===== config.mk =====
export PLATFORM = sky130hd
export DESIGN_NAME = pwsd_core
export DESIGN_NICKNAME = d
export VERILOG_FILES = /design/src/pwsd_pkg.sv /design/src/pwsd_core.sv
export SDC_FILE = /design/constraint.sdc
export NUM_CORES = 1
export LEC_CHECK = 0
export ABC_AREA = 1
export BUFFER_PORTS_ARGS = -buffer_cell sky130_fd_sc_hd__buf_4
export CAP_MARGIN = 20
export CORE_MARGIN = 4
export CORE_UTILIZATION = 55
export DETAILED_ROUTE_END_ITERATION = 10
export PLACE_DENSITY = 0.76
export SYNTH_ARGS = -nofsm -noshare
export SYNTH_HDL_FRONTEND = slang
export SYNTH_SLANG_ARGS = --single-unit
export TNS_END_PERCENT = 30

===== constraint.sdc =====
create_clock -name clk -period 3.55 [get_ports clk]
set_input_delay 0.71 -clock clk [delete_from_list [all_inputs] [get_ports clk]]
set_output_delay 0.71 -clock clk [all_outputs]
set_load 0.02 [all_outputs]

===== src/pwsd_pkg.sv =====
/*
 * Shared constants of the timer synchronisation and dual-edge capture block:
 * register offsets, control field positions and reset values.
 * Assumes a 32-bit APB with byte addresses; every register is one aligned word.
 */
package pwsd_pkg;

	// Register byte offsets
	localparam logic [7:0] PWSD_OFF_CTRL   = 8'h00;
	localparam logic [7:0] PWSD_OFF_INIT   = 8'h04;
	localparam logic [7:0] PWSD_OFF_MOD    = 8'h08;
	localparam logic [7:0] PWSD_OFF_CH0V   = 8'h0C;
	localparam logic [7:0] PWSD_OFF_CH1V   = 8'h10;
	localparam logic [7:0] PWSD_OFF_CNT    = 8'h14;
	localparam logic [7:0] PWSD_OFF_STATUS = 8'h18;

	// Control register field positions
	localparam int PWSD_CTRL_CNT_EN    = 0;
	localparam int PWSD_CTRL_ON_TRIGGER_A    = 1;
	localparam int PWSD_CTRL_TMS       = 2;
	localparam int PWSD_CTRL_LD_MAX    = 3;
	localparam int PWSD_CTRL_LD_MIN    = 4;
	localparam int PWSD_CTRL_SW_SYNC   = 5;
	localparam int PWSD_CTRL_PAIR_SYNC = 6;
	localparam int PWSD_CTRL_DUAL_CAP  = 7;
	localparam int PWSD_CTRL_INIT_LVL  = 8;
	localparam int PWSD_CTRL_HW_EN     = 10;
	localparam int PWSD_CTRL_W         = 13;

	// Status register field positions
	localparam int PWSD_STAT_OVF = 0;
	localparam int PWSD_STAT_OUT = 1;

	// Reset values
	localparam logic [PWSD_CTRL_W-1:0] PWSD_CTRL_RST = 13'h0000;
	localparam logic [15:0]            PWSD_MOD_RST  = 16'hFFFF;
	localparam logic [15:0]            PWSD_ZERO_RST = 16'h0000;

endpackage


===== src/pwsd_core.sv =====
/*
 * Counter, PWM register synchronisation and dual-edge capture for one channel pair,
 * with its registers on an APB slave (zero wait states).
 * Assumes hw_trig, chan_in and the APB signals are synchronous to clk.
 */
// What this block does
// Sync reloads counter, forces outputs to initial levels
// On_trigger_a clear: sync only on wrap from modulo
// On_trigger_a set, mode zero: sync on trigger
// Initial value accepted after both bytes, applied later
// Mode zero, no on_trigger_a: modulo loads at max/min
// Mode zero, on_trigger_a: modulo loads at trigger itself
// Mode one, max: modulo loads after software trigger
// Mode one, min: modulo loads after software trigger
// Pair sync, mode zero only: channel values follow modulo transfer conditions
// Rising edge captures; falling edge moves to value
// Falling edge captures second; first-value read moves it
// Software reads first channel value before second
// Used hardware trigger clears its enable bit
// Initial value writes go to a buffer
// Modulo and channel writes are buffered until sync
`timescale 1ns/100ps

module pwsd_core #(
	parameter int CW = 16
) (
	// Clock and reset
	input  wire logic                        clk,
	input  wire logic                        rst_n,
	// APB slave
	input  wire logic                        psel,
	input  wire logic                        penable,
	input  wire logic                        pwrite,
	input  wire logic [7:0]                  paddr,
	input  wire logic [31:0]                 pwdata,
	input  wire logic [3:0]                  pstrb,
	output logic      [31:0]                 prdata,
	output logic                             pready,
	output logic                             pslverr,
	// Triggers and channel pins
	input  wire logic [2:0]                  hw_trig,
	input  wire logic                        chan_in,
	output logic      [1:0]                  chan_out
);
	import pwsd_pkg::*;

	// Byte-lane merge of a 16-bit register
	// Lanes 3:2 are ignored: no register here is wider than 16 bits
	function automatic logic [15:0] lane_merge(input logic [15:0] old, input logic [15:0] wd,
		input logic [1:0] st);
		lane_merge = {st[1] ? wd[15:8] : old[15:8], st[0] ? wd[7:0] : old[7:0]};
	endfunction

	// Register select from the byte address
	function automatic logic reg_hit(input logic [7:0] a, input logic [7:0] off);
		reg_hit = a == off;
	endfunction

	logic [PWSD_CTRL_W-1:0] ctrl_reg;
	logic [CW-1:0]          cnt_reg;
	logic [CW-1:0]          init_act_reg;
	logic [CW-1:0]          init_buf_reg;
	logic                   init_lo_reg;
	logic                   init_hi_reg;
	logic                   init_ready_reg;
	logic [CW-1:0]          mod_act_reg;
	logic [CW-1:0]          mod_buf_reg;
	logic [CW-1:0]          chv_act_reg [2];
	logic [CW-1:0]          chv_buf_reg [2];
	logic [CW-1:0]          cap_reg [2];
	logic                   armed_reg;
	logic                   ovf_reg;
	logic                   chin_prev_reg;
	logic [1:0]             out_reg;
	logic [31:0]            prdata_reg;

	// Bus decode
	wire       setup_ph = psel & ~penable;
	wire       wr_acc   = psel & penable & pwrite;
	wire       rd_acc   = psel & penable & ~pwrite;
	wire       sel_ctrl = reg_hit(paddr, PWSD_OFF_CTRL);
	wire       sel_init = reg_hit(paddr, PWSD_OFF_INIT);
	wire       sel_mod  = reg_hit(paddr, PWSD_OFF_MOD);
	wire       sel_ch0  = reg_hit(paddr, PWSD_OFF_CH0V);
	wire       sel_ch1  = reg_hit(paddr, PWSD_OFF_CH1V);
	// Counter is read only; a write to it is dropped without an error
	wire       sel_cnt  = reg_hit(paddr, PWSD_OFF_CNT);
	wire       sel_stat = reg_hit(paddr, PWSD_OFF_STATUS);
	wire       mapped   = sel_ctrl | sel_init | sel_mod | sel_ch0 | sel_ch1 | sel_cnt | sel_stat;
	wire [1:0] lanes    = pstrb[1:0];

	// Control fields
	wire       cnt_en    = ctrl_reg[PWSD_CTRL_CNT_EN];
	wire       on_trigger_a    = ctrl_reg[PWSD_CTRL_ON_TRIGGER_A];
	wire       tms       = ctrl_reg[PWSD_CTRL_TMS];
	wire       ld_max    = ctrl_reg[PWSD_CTRL_LD_MAX];
	wire       ld_min    = ctrl_reg[PWSD_CTRL_LD_MIN];
	wire       sw_sync   = ctrl_reg[PWSD_CTRL_SW_SYNC];
	wire       pair_sync = ctrl_reg[PWSD_CTRL_PAIR_SYNC];
	wire       dual_cap  = ctrl_reg[PWSD_CTRL_DUAL_CAP];
	wire [1:0] init_lvl  = ctrl_reg[PWSD_CTRL_INIT_LVL +: 2];
	wire [2:0] hw_en     = ctrl_reg[PWSD_CTRL_HW_EN +: 3];

	// Trigger handling: in mode one hardware triggers are ignored and keep their enables
	wire hw_ev     = |(hw_trig & hw_en);
	wire trig_take = tms ? sw_sync : (hw_ev | sw_sync);
	wire hw_used   = trig_take & ~tms;
	// Triggers are levels: one held high fires again while its enable is still set

	// Hardware clears of the control register; only the enables that fired are dropped
	wire       sw_clr     = trig_take & sw_sync;
	wire [2:0] hw_en_kept = hw_used ? (hw_en & ~hw_trig) : hw_en;

	// Counter events
	wire at_max    = cnt_reg == mod_act_reg;
	// Minimum is the initial value, not zero, so a moved start point moves the load point too
	wire at_min    = cnt_reg == init_act_reg;
	wire wrap      = cnt_en & at_max;
	wire cnt_sync  = wrap | (on_trigger_a & ~tms & trig_take);
	wire load_pt   = cnt_en & ((ld_max & ~ld_min & at_max) | (ld_min & ~ld_max & at_min));
	// Both or neither load point set: an armed transfer waits until software picks one
	wire imm_mode  = ~tms & on_trigger_a;
	wire xfer      = imm_mode ? trig_take : (armed_reg & load_pt);           // see R5 see R6
	// In capture mode the value registers belong to the capture path
	wire ch_xfer   = xfer & pair_sync & ~tms & ~dual_cap;
	wire [CW-1:0] init_next = init_ready_reg ? init_buf_reg : init_act_reg;

	// Dual-edge capture
	wire rise      = dual_cap & chan_in & ~chin_prev_reg;
	wire fall      = dual_cap & ~chan_in & chin_prev_reg;
	wire ch0_read  = rd_acc & sel_ch0 & dual_cap;

	// Register writes
	wire [15:0] ctrl_wr  = lane_merge({3'b000, ctrl_reg}, pwdata[15:0], lanes);
	wire        ctrl_we  = wr_acc & sel_ctrl;
	wire        init_we  = wr_acc & sel_init;
	wire        lo_now   = init_lo_reg | (init_we & lanes[0]);
	wire        hi_now   = init_hi_reg | (init_we & lanes[1]);
	wire        init_cpl = lo_now & hi_now;

	// Read mux, sampled in the setup phase
	// Loading on the setup edge lets the slave answer with no wait state
	logic [31:0] rd_mux;
	always_comb begin
		rd_mux = 32'h0000_0000;
		case (1'b1)
			sel_ctrl: rd_mux[PWSD_CTRL_W-1:0] = ctrl_reg;
			sel_init: rd_mux[CW-1:0] = init_act_reg;
			sel_mod:  rd_mux[CW-1:0] = mod_act_reg;
			sel_ch0:  rd_mux[CW-1:0] = chv_act_reg[0];
			sel_ch1:  rd_mux[CW-1:0] = chv_act_reg[1];
			sel_cnt:  rd_mux[CW-1:0] = cnt_reg;
			sel_stat: rd_mux[2:0] = {out_reg, ovf_reg};
			default:  rd_mux = 32'h0000_0000;
		endcase
	end

	always_ff @(posedge clk) begin
		if (!rst_n) begin
			prdata_reg <= 32'h0000_0000;
		end else if (setup_ph && !pwrite) begin
			prdata_reg <= rd_mux;
		end
	end

	assign prdata  = prdata_reg;
	assign pready  = 1'b1;
	// Unmapped offsets answer with an error and read as zero
	assign pslverr = psel & penable & ~mapped;

	// Control: a software write wins over the hardware clears of the same cycle
	always_ff @(posedge clk) begin
		if (!rst_n) begin
			ctrl_reg <= PWSD_CTRL_RST;
		end else if (ctrl_we) begin
			ctrl_reg <= ctrl_wr[PWSD_CTRL_W-1:0];
		end else begin
			if (sw_clr)
				ctrl_reg[PWSD_CTRL_SW_SYNC] <= 1'b0;
			ctrl_reg[PWSD_CTRL_HW_EN +: 3] <= hw_en_kept;
		end
	end

	// Counter initial value: buffered until both bytes are in, applied at overflow or sync
	// Byte flags collect the two halves; a half write made while a complete value is still pending reaches the counter with it at the next sync
	always_ff @(posedge clk) begin
		if (!rst_n) begin
			init_buf_reg   <= PWSD_ZERO_RST[CW-1:0];
			init_act_reg   <= PWSD_ZERO_RST[CW-1:0];
			init_lo_reg    <= 1'b0;
			init_hi_reg    <= 1'b0;
			init_ready_reg <= 1'b0;
		end else begin
			if (init_we)
				init_buf_reg <= lane_merge(init_buf_reg, pwdata[15:0], lanes);
			init_lo_reg <= lo_now & ~init_cpl;
			init_hi_reg <= hi_now & ~init_cpl;
			if (cnt_sync)
				init_act_reg <= init_next;
			if (init_cpl)
				init_ready_reg <= 1'b1;
			else if (cnt_sync)
				init_ready_reg <= 1'b0;
		end
	end

	// Counter and overflow flag (write one to clear, a new overflow wins)
	// A counter above a lowered modulo runs up to all ones before it comes round
	always_ff @(posedge clk) begin
		if (!rst_n) begin
			cnt_reg <= PWSD_ZERO_RST[CW-1:0];
			ovf_reg <= 1'b0;
		end else begin
			if (cnt_sync)
				cnt_reg <= init_next;
			else if (cnt_en)
				cnt_reg <= cnt_reg + 1'b1;
			if (wrap)
				ovf_reg <= 1'b1;
			else if (wr_acc && sel_stat && lanes[0] && pwdata[PWSD_STAT_OVF])
				ovf_reg <= 1'b0;
		end
	end

	// Modulo: buffered write, moved only at the synchronisation point
	always_ff @(posedge clk) begin
		if (!rst_n) begin
			mod_buf_reg <= PWSD_MOD_RST[CW-1:0];
			mod_act_reg <= PWSD_MOD_RST[CW-1:0];
			armed_reg   <= 1'b0;
		end else begin
			if (wr_acc && sel_mod)
				mod_buf_reg <= lane_merge(mod_buf_reg, pwdata[15:0], lanes);
			if (xfer)
				mod_act_reg <= mod_buf_reg;                                   // see R5 see R6
			armed_reg <= trig_take | (armed_reg & ~xfer);
		end
	end

	// Channel write buffers, and the output level each channel takes next
	logic [1:0] out_next;
	generate
		for (genvar g = 0; g < 2; g++) begin : g_ch
			wire ch_we  = wr_acc & (g == 0 ? sel_ch0 : sel_ch1);
			wire ch_hit = cnt_en & (cnt_reg == chv_act_reg[g]);
			// A sync and a match in one cycle: the sync wins, so a period starts clean
			assign out_next[g] = cnt_sync ? init_lvl[g] : (ch_hit ? ~init_lvl[g] : out_reg[g]);
			always_ff @(posedge clk) begin
				if (!rst_n) begin
					chv_buf_reg[g] <= PWSD_ZERO_RST[CW-1:0];
				end else if (ch_we) begin
					chv_buf_reg[g] <= lane_merge(chv_buf_reg[g], pwdata[15:0], lanes);
				end
			end
		end
	endgenerate

	// Both output bits live in one register, so the vector has a single writer
	always_ff @(posedge clk) begin
		if (!rst_n) begin
			out_reg <= 2'h0;
		end else begin
			out_reg <= out_next;
		end
	end

	// Capture buffers follow the input edges
	always_ff @(posedge clk) begin
		if (!rst_n) begin
			chin_prev_reg <= 1'b0;
			cap_reg[0]    <= PWSD_ZERO_RST[CW-1:0];
			cap_reg[1]    <= PWSD_ZERO_RST[CW-1:0];
		end else begin
			chin_prev_reg <= chan_in;
			if (rise)
				cap_reg[0] <= cnt_reg;
			if (fall)
				cap_reg[1] <= cnt_reg;
		end
	end

	// Value registers: a capture move wins over a buffered transfer.
	// The second value moves only on the first value's read, so software sees a matched pair.
	wire [CW-1:0] chv0_next = fall ? cap_reg[0] : (ch_xfer ? chv_buf_reg[0] : chv_act_reg[0]);      // see R10
	wire [CW-1:0] chv1_next = ch0_read ? cap_reg[1] : (ch_xfer ? chv_buf_reg[1] : chv_act_reg[1]);  // see R11

	always_ff @(posedge clk) begin
		if (!rst_n) begin
			chv_act_reg[0] <= PWSD_ZERO_RST[CW-1:0];
			chv_act_reg[1] <= PWSD_ZERO_RST[CW-1:0];
		end else begin
			chv_act_reg[0] <= chv0_next;
			chv_act_reg[1] <= chv1_next;
		end
	end

	assign chan_out = out_reg;

endmodule


# --- Yosys cells after proc, flatten, opt, wreduce, memory -nomap -nowiden ---
# Memories as Yosys holds them, arrays and structs flattened.
# Cells that the tools add are included.
op_classes:
  n_addsub: 1
  n_eq_ne: 12
  muxes: 66
  bitwise_logic: 71
  n_reduce_logical: 23
ops:
  columns: ["cell", "count"]
  rows:
  - ["16-bit two-way mux", 13]
  - ["16-bit == test", 4]
  - ["10-bit two-way mux", 6]
  - ["3-bit two-way mux", 15]
  - ["1-bit AND", 37]
  - ["8-bit two-way mux", 4]
  - ["1-bit two-way mux", 26]
  - ["8-bit by 5-bit == test with 1-bit output, second input constant", 3]
  - ["1-bit bitwise OR", 18]
  - ["16-bit by 1-bit adder with 16-bit output, second input constant", 1]
  - ["8-bit by 4-bit == test with 1-bit output, second input constant", 2]
  - ["2-bit AND reduction", 8]
  - ["2-bit nonzero test", 7]
  - ["1-bit inverter", 13]
  - ["8-bit by 3-bit == test with 1-bit output, second input constant", 1]
  - ["8-bit logical NOT", 1]
  - ["3-bit AND", 2]
  - ["6-bit two-way mux", 1]
  - ["1-bit logical AND", 5]
  - ["5-bit two-way mux", 1]
  - ["2-bit inequality test, second input constant", 2]
  - ["3-bit inverter", 1]
  - ["3-bit OR reduction", 1]
  - ["1-bit logical NOT", 1]
word_totals:
  ff_bits: 117
  ram_bits: 96
  inputBits: 53
  output_inout_bits: 36
  wordCells: 196
  mem_count: 3
memory_table:
  columns: ["memory", "depth", "width", "rd", "rd_ports_with_merged_regs", "write_ports", "line", "rtl"]
  rows:
  - ["cap_reg", 2, 16, 2, 0, 2, "pwsd_core.sv:70", "logic [CW-1:0] cap_reg [2];"]
  - ["chv_act_reg", 2, 16, 2, 0, 2, "pwsd_core.sv:68", "logic [CW-1:0] chv_act_reg [2];"]
  - ["chv_buf_reg", 2, 16, 2, 0, 2, "pwsd_core.sv:69", "logic [CW-1:0] chv_buf_reg [2];"]

# --- Longest topological paths before layout ---
# Gate-level depths: netlist (run 1).
logic_depth:
  word_depth: 13
  mapped_depth: 16
  mapped_depth_nobuf: 14

# --- Worst setup path after synthesis (run 1) ---
# Ideal clock, no wire load.
synth_timing:
  path_kind: "input port to flip-flop"
  startpoint: "input paddr[7]"
  endpoint: "memory chv_buf_reg[1][0], enable pin"
  setup_time_ps: 384
  arrival_time_ps: 2132
  required_time_ps: 3166
  setup_slack_ps: 1034
  stages: 5
  path_buffers: 0
  path_cell_list: "nor2_1 nand3_1 nor2_1 nand3_1 o21ai_0"
synth_lines:
  columns: ["item", "line", "rtl"]
  rows:
  - ["start, declared", "pwsd_core.sv:34", "input wire logic [7:0] paddr,"]
  - ["end, declared", "pwsd_core.sv:69", null]

==> results of run 1 <==
[cell type report]
cell class	instances	area, µm²	share of cell area
flip-flops and latches	213	4900	0.411
multi-input cells	965	4760	0.398
clock buffers	32	663	0.0555
repair buffers	85	638	0.0534
inverters	163	612	0.0512
well taps	260	325	0.0272
clock inverters	9	40.0	0.00335
diodes	1	2.50	0.000209
[layer usage]
layer,share of wire,up-vias
li1,-,4666
met1,0.40,4546
met2,0.43,656
met3,0.13,101
met4,0.038,0
met5,0,-
[metrics by stage]
| step | instances | utilization | cell area [µm²] |
|---|---|---|---|
| floorplan | 1432 | - | 10800 |
| global placement | 1686 | 0.593 | 11200 |
| detailed placement | 1686 | 0.593 | 11200 |
| CTS | 1727 | 0.630 | 11900 |
| global route | 1727 | 0.630 | 11900 |
| finish | 1728 | 0.630 | 11900 |
[logic make-up (layout without fill, tap and decap cells)]
logic type      Yosys count  in the layout  share of synthesized area
simple gates            621            621                      0.251
compound gates          288            288                      0.150
buf+inv                 254            289                      0.104
flops                   213            213                      0.457
xor+xnor                 20             20                     0.0163
mux                      18             18                     0.0189
other cells               2             18                   0.000700
fa+ha+maj                 1              1                    0.00117
[critical path: cells and delay by family, from the launching register on]
family / cells / cell delay [ns]
compound gates: 1 / 0.32
buf+inv: 1 / 0.19
flops: 1 / 0.54
simple gates: 11 / 1.40
[worst min-delay path by stage]
stage,cells past startpoint,from,slack [ns],endpoint
floorplan,2,armed_reg$_SDFF_PN0_,0.44,armed_reg$_SDFF_PN0_
global route,3,chan_in,0.47,chin_prev_reg$_SDFF_PN0_
CTS,3,chan_in,0.45,chin_prev_reg$_SDFF_PN0_
detailed placement,2,armed_reg$_SDFF_PN0_,0.45,armed_reg$_SDFF_PN0_
finish,3,chan_in,0.46,chin_prev_reg$_SDFF_PN0_
global placement,2,armed_reg$_SDFF_PN0_,0.45,armed_reg$_SDFF_PN0_
[power breakdown]
part	switching (mW)	internal, mW
clock	0.990	1.30
combinational	0.155	0.0673
sequential	0.0164	2.54
total	1.16	3.90
[cells in the final DEF (no fill, tap or decap), drive strengths merged, types with 14 or more instances in the layout]
master	n
mux2	18
a21oi	127
nand3	88
o211ai	32
clkbuf	32
edfxtp	64
o21ai	98
nor2	151
buf	85
conb	17
dfxtp	149
nand2	358
nor3	14
inv	162
==> out/results.tsv, run 1 <==
stage	metric	value	unit
run_status	status	completed	
critical_path	CP required	3.95	ns
detailed_routing	Via Count	9969	
critical_path	Critical Path Source Type	register	
global_routing	GRT Max-Usage Layer	met2	
job	max-cap viol count	0	
timing	Hold WS	0.458	ns
clock_tree	Post-CTS Hold Buffers	0	
critical_path	Worst EP arrival	3.03	ns
timing	RSZ-0062 raised after global routing	no	
global_routing	number of global-route vias before repair	9062	
placed_design	Post-DP HPWL	24100	µm
die	total I/O pin count	89	
global_routing	met1 GRT Util	0.436	
timing	normalized max-slew margin	0.305	
die	Initial Util	0.566	
yosys	post-synthesis area per instance	7.57	µm²
die	Rows	50	
placed_design	DP Worst Slack	0.821	ns
power	PwrDens	424	nW/µm²
global_routing	first-pass GRT wire length	52200	µm
clock_tree	Clock Latency Late Sink	0.51	ns
critical_path	Critical R2R Capture	chv_act_reg[0][25]$_SDFFE_PN0P_	
detailed_routing	DRC	0	
timing	setup violators final	0	
global_routing	gr usage total	0.307	
timing	Least-Margin Pin Slew	1.04	ns
yosys	top cell type's share of synthesized area	0.278	
yosys	Cells after Synth	1417	
yosys	post-synthesis sequential area ratio	0.457	
yosys	async set-reset flop share out of synthesis	0	
clock_tree	TritonCTS clock tree	done	
critical_path	Crit. End Element	register	
timing	Worst Clk Skew	0.0118	ns
placed_design	Port Buffer Count	53	
detailed_routing	Wirelength per Cell	19.6	µm
clock_tree	Reg clk slew, reported paths	0.06	ns
critical_path	R2R Path Start	cnt_reg[11]$_SDFFE_PN0P_	
yosys	number of synthesized register bits	213	
yosys	Synthesis Warnings	0	
critical_path	max incr delay on CP	0.54	ns
cells_and_area	Nets	1505	
die	Die Width	148	µm
placed_design	RePlAce Congestion	0.978	
clock_tree	Max clock buf depth	3	
yosys	synth cell count leaders	nand2_1, dfxtp_1, inv_1	
yosys	leading area contributor after synthesis	dfxtp_1	
timing	final worst slack	0.916	ns
critical_path	worst-path fanout max	64	
power	worst vdd ir	291	µV
die	DIE AREA	21800	µm²
critical_path	beginning of the critical path	cnt_reg[11]$_SDFFE_PN0P_	
timing	Sum Neg Setup Slack	0	ns
critical_path	Worst path slowest cell	dfxtp_1	
critical_path	Reg2Reg Depth	13	
yosys	Synth Cell Area	10700	µm²
power	Total Power	5.06	mW
global_routing	initial antenna violation count	0	
die	core area	19000	µm²
cells_and_area	share of cells above drive strength 1	0.134	
timing	Hold Fails Final Rpt	0	
clock_tree	post-cts resize count	0	
clock_tree	Clock Sink Count	213	
clock_tree	CTS buffer count	23	
yosys	Top FF cell, synth	dfxtp_1	
yosys	most numerous cell in the Yosys netlist	nand2_1	
yosys	Post-synth EDFFs	64	
detailed_routing	Post-Route WL	33900	µm
critical_path	R2R Setup Slk	0.92	ns
detailed_routing	Starting DRT DRC Count	1324	
timing	Final Critical Period	2.63	ns
critical_path	end of the critical path	chv_act_reg[0][25]$_SDFFE_PN0P_	
yosys	synth unique cells	39	
power	Pleak	5.43	nW
clock_tree	Post-CTS Repair Setup Buffers	0	
critical_path	crit-path cells	inv_2 > nand2_1 > nand2_1 > nor2_1 > nand2_1 > nor2_2 > nand3_1 > nand2_2 > nand2_4 > nand2_8 > nand2_8 > a21oi_1 > nor2_1	
global_routing	total grt overflow	0	
global_routing	M3 GR Usage	0.0803	
cells_and_area	Area Growth Syn to Fin	11.4	%
clock_tree	clk root buf	clkbuf_16	
timing	Final Max Tran Viols	0	
detailed_routing	vias per cell	5.77	
clock_tree	htree depth	1	
global_routing	met2 usage	0.456	
global_routing	largest net degree at the start of global routing	65	
yosys	top cells by area, synth	dfxtp_1, edfxtp_1, nand2_1	
cells_and_area	filler instances	1732	
detailed_routing	DR pass1 iterations	7	
critical_path	Worst Setup Path Type	reg2reg	
die	Die Y	148	µm
timing	fmax	0.380	GHz
timing	crit share post-route	0.742	
hold_path	Worst Hold Class	in2reg	
critical_path	CP most frequent cell	nand2_1	
detailed_routing	Final ANT Viol Nets	0	
Note: power is estimated with default switching activity, not from simulation.
==> inputs of run 2 (changes only) <==
--- a/config.mk
+++ b/config.mk
@@ -9,9 +9,9 @@
 export BUFFER_PORTS_ARGS = -buffer_cell sky130_fd_sc_hd__buf_4
 export CAP_MARGIN = 20
 export CORE_MARGIN = 4
-export CORE_UTILIZATION = 55
+export CORE_UTILIZATION = 54
 export DETAILED_ROUTE_END_ITERATION = 10
-export PLACE_DENSITY = 0.76
+export PLACE_DENSITY = 0.78
 export SYNTH_ARGS = -nofsm -noshare
 export SYNTH_HDL_FRONTEND = slang
 export SYNTH_SLANG_ARGS = --single-unit
==> constraint.sdc (replaced) <==
create_clock -name clk -period 2.3 [get_ports clk]
set_input_delay 0.46 -clock clk [delete_from_list [all_inputs] [get_ports clk]]
set_output_delay 0.46 -clock clk [all_outputs]
set_load 0.02 [all_outputs]
==> run 2 against run 1 <==
Net effect: die area is 1.8% higher; clock-buffer cell count up 2; total power increased by 56%; sequential power increased by 54%; cell count up 3.5%; non-clock buffer count is 56 higher; fmax increased by 18%; first-iteration DRC count is 4.5% higher; clock skew is 0.0071 ns higher.
==> out/results.tsv, run 2 (synthesized netlist as in run 1, its figures left out) <==
stage	metric	value	unit	change
run_status	status	completed		unchanged
global_routing	gr usage total	0.321		was 0.307
critical_path	crit-path cells	inv_2 > nand2_1 > nand2_1 > nor2_1 > nand2_1 > nor2_2 > nand3_1 > nand2_2 > nand2_4 > nand2_8 > nand2_8 > buf_4 > a21oi_1 > nor2_1		was inv_2 > nand2_1 > nand2_1 > nor2_1 > nand2_1 > nor2_2 > nand3_1 > nand2_2 > nand2_4 > nand2_8 > nand2_8 > a21oi_1 > nor2_1
cells_and_area	final core occ	0.638		was 0.630
detailed_routing	vias per cell	5.73		was 5.77
timing	Sum Neg Setup Slack	0	ns	unchanged
die	Rows	51		was 50
timing	Hold Fails Final Rpt	0		unchanged
die	Initial Util	0.549		was 0.566
global_routing	total grt overflow	0		unchanged
clock_tree	Post-CTS Hold Buffers	0		unchanged
timing	final worst slack	0.0730	ns	was 0.916 ns
cells_and_area	commonest non-fill, non-tap cell in the layout	nand2_1		unchanged
critical_path	CP required	2.70	ns	was 3.95 ns
die	Die Y	149	µm	was 148 µm
clock_tree	htree depth	1		unchanged
placed_design	DP Worst Slack	0.0263	ns	was 0.821 ns
clock_tree	Reg clk slew, reported paths	0.06	ns	about the same
power	Pleak	5.72	nW	was 5.43 nW
placed_design	Post-DP HPWL	26300	µm	was 24,100 µm
die	Die Width	149	µm	was 148 µm
critical_path	Worst EP arrival	2.63	ns	was 3.03 ns
global_routing	initial antenna violation count	0		unchanged
critical_path	max incr delay on CP	0.52	ns	was 0.54 ns
clock_tree	Post-CTS Repair Setup Buffers	0		unchanged
timing	Least-Margin Pin Slew	0.629	ns	was 1.04 ns
detailed_routing	Final ANT Viol Nets	0		unchanged
timing	fmax	0.449	GHz	was 0.380 GHz
cells_and_area	ANT cells	0		was 1
cells_and_area	Nets	1561		was 1,505
detailed_routing	wire length on met1	14200	µm	was 13,700 µm
detailed_routing	DRC	0		unchanged
detailed_routing	WL met2	15400	µm	was 14,400 µm
timing	RSZ-0062 raised after global routing	no		unchanged
critical_path	Crit. End Element	register		unchanged
cells_and_area	Area Growth Syn to Fin	16.2	%	was 11.4%
placed_design	RePlAce Congestion	0.980		was 0.978
timing	normalized max-slew margin	0.581		was 0.305
job	max-cap viol count	0		unchanged
clock_tree	Clock Latency Late Sink	0.53	ns	was 0.51 ns
detailed_routing	max layer used	met4		unchanged
cells_and_area	filler instances	1767		was 1,732
timing	setup violators final	0		unchanged
clock_tree	post-cts resize count	0		unchanged
global_routing	first-pass GRT wire length	54700	µm	was 52,200 µm
hold_path	Worst Hold Class	in2reg		unchanged
global_routing	number of global-route vias before repair	9558		was 9,062
clock_tree	Max clock buf depth	3		unchanged
detailed_routing	Starting DRT DRC Count	1384		was 1,324
die	core area	19500	µm²	was 19,000 µm²
detailed_routing	Via Count	10300		was 9,969
detailed_routing	Wirelength per Cell	20.1	µm	was 19.6 µm
die	DIE AREA	22200	µm²	was 21,800 µm²
critical_path	Worst Setup Path Type	reg2reg		unchanged
clock_tree	CTS buffer count	23		unchanged
power	PwrDens	633	nW/µm²	was 424 nW/µm²
die	total I/O pin count	89		unchanged
timing	Final Critical Period	2.23	ns	was 2.63 ns
detailed_routing	metal3 WL	4330	µm	was 4530 µm
clock_tree	TritonCTS clock tree	done		unchanged
critical_path	worst-path fanout max	18		was 64
global_routing	largest net degree at the start of global routing	74		was 65
clock_tree	Clock Sink Count	213		unchanged
detailed_routing	Post-Route WL	35900	µm	was 33,900 µm
critical_path	Worst path slowest cell	dfxtp_1		unchanged
placed_design	Port Buffer Count	53		unchanged
power	worst vdd ir	534	µV	was 291 µV
timing	Worst Clk Skew	0.0188	ns	was 0.0118 ns
timing	Final Max Tran Viols	0		unchanged
critical_path	Critical Path Source Type	register		unchanged
timing	Hold WS	0.160	ns	was 0.458 ns
cells_and_area	share of cells above drive strength 1	0.167		was 0.134
detailed_routing	DR pass1 iterations	6		was 7
timing	crit share post-route	0.968		was 0.742
critical_path	CP most frequent cell	nand2_1		unchanged
clock_tree	clk root buf	clkbuf_16		unchanged
cells_and_area	commonest non-fill, non-tap cells in the layout	nand2_1, dfxtp_1, inv_1		unchanged
==> run 2: per-stage QoR <==
step	total power [mW]	instance area, µm²	std cells
3_5_place_dp	4.37	11700	1747
4_1_cts	7.90	12500	1789
2_1_floorplan	4.21	10800	1432
5_1_grt	8.11	12500	1789
3_3_place_gp	4.37	11700	1747
6_report	7.90	12500	1789
==> run 2: final timing paths <==
| path | cells past startpoint | from | to | slack (ns) |
|---|---|---|---|---|
| worst max register to register | 14 | cnt_reg[9]$_SDFFE_PN0P_ | chv_act_reg[0][1]$_SDFFE_PN0P_ | 0.07 |
| worst min register to register | 2 | prdata[0]$_SDFFE_PN0P_ | prdata[0]$_SDFFE_PN0P_ | 0.47 |
| worst max-delay path | 14 | cnt_reg[9]$_SDFFE_PN0P_ | chv_act_reg[0][1]$_SDFFE_PN0P_ | 0.07 |
| worst min-delay path | 3 | chan_in | chin_prev_reg$_SDFF_PN0_ | 0.16 |
==> run 2: layout make-up <==
type | instances | area [µm²] | area share
Timing Repair Buffer | 141 | 1120 | 0.0899
Sequential cell | 213 | 4910 | 0.394
Tap cell | 265 | 332 | 0.0266
Inverter | 163 | 614 | 0.0493
Clock buffer | 34 | 647 | 0.0519
Clock inverter | 8 | 70.1 | 0.00562
Multi-Input combinational cell | 965 | 4770 | 0.383
==> run 2: per-layer routing <==
layer | global-route usage | vias to the layer above
met4 | 0.158 | 0
met1 | 0.436 | 4700
met3 | 0.0720 | 107
met5 | 0 | -
met2 | 0.484 | 655
li1 | - | 4789
==> run 2: critical path: cells and delay by family (launching register included) <==
family	cells	cell delay, ns
AO/OA/AOI/OAI	1	0.18
flip-flops	1	0.52
AND/OR/NAND/NOR	11	1.06
buffers and inverters	2	0.33
==> run 2: report_power, final <==
part	switching (mW)	internal [mW]	total (mW)
clock	1.54	2.06	3.60
combinational	0.245	0.111	0.356
sequential	0.0243	3.92	3.94
total	1.80	6.09	7.90
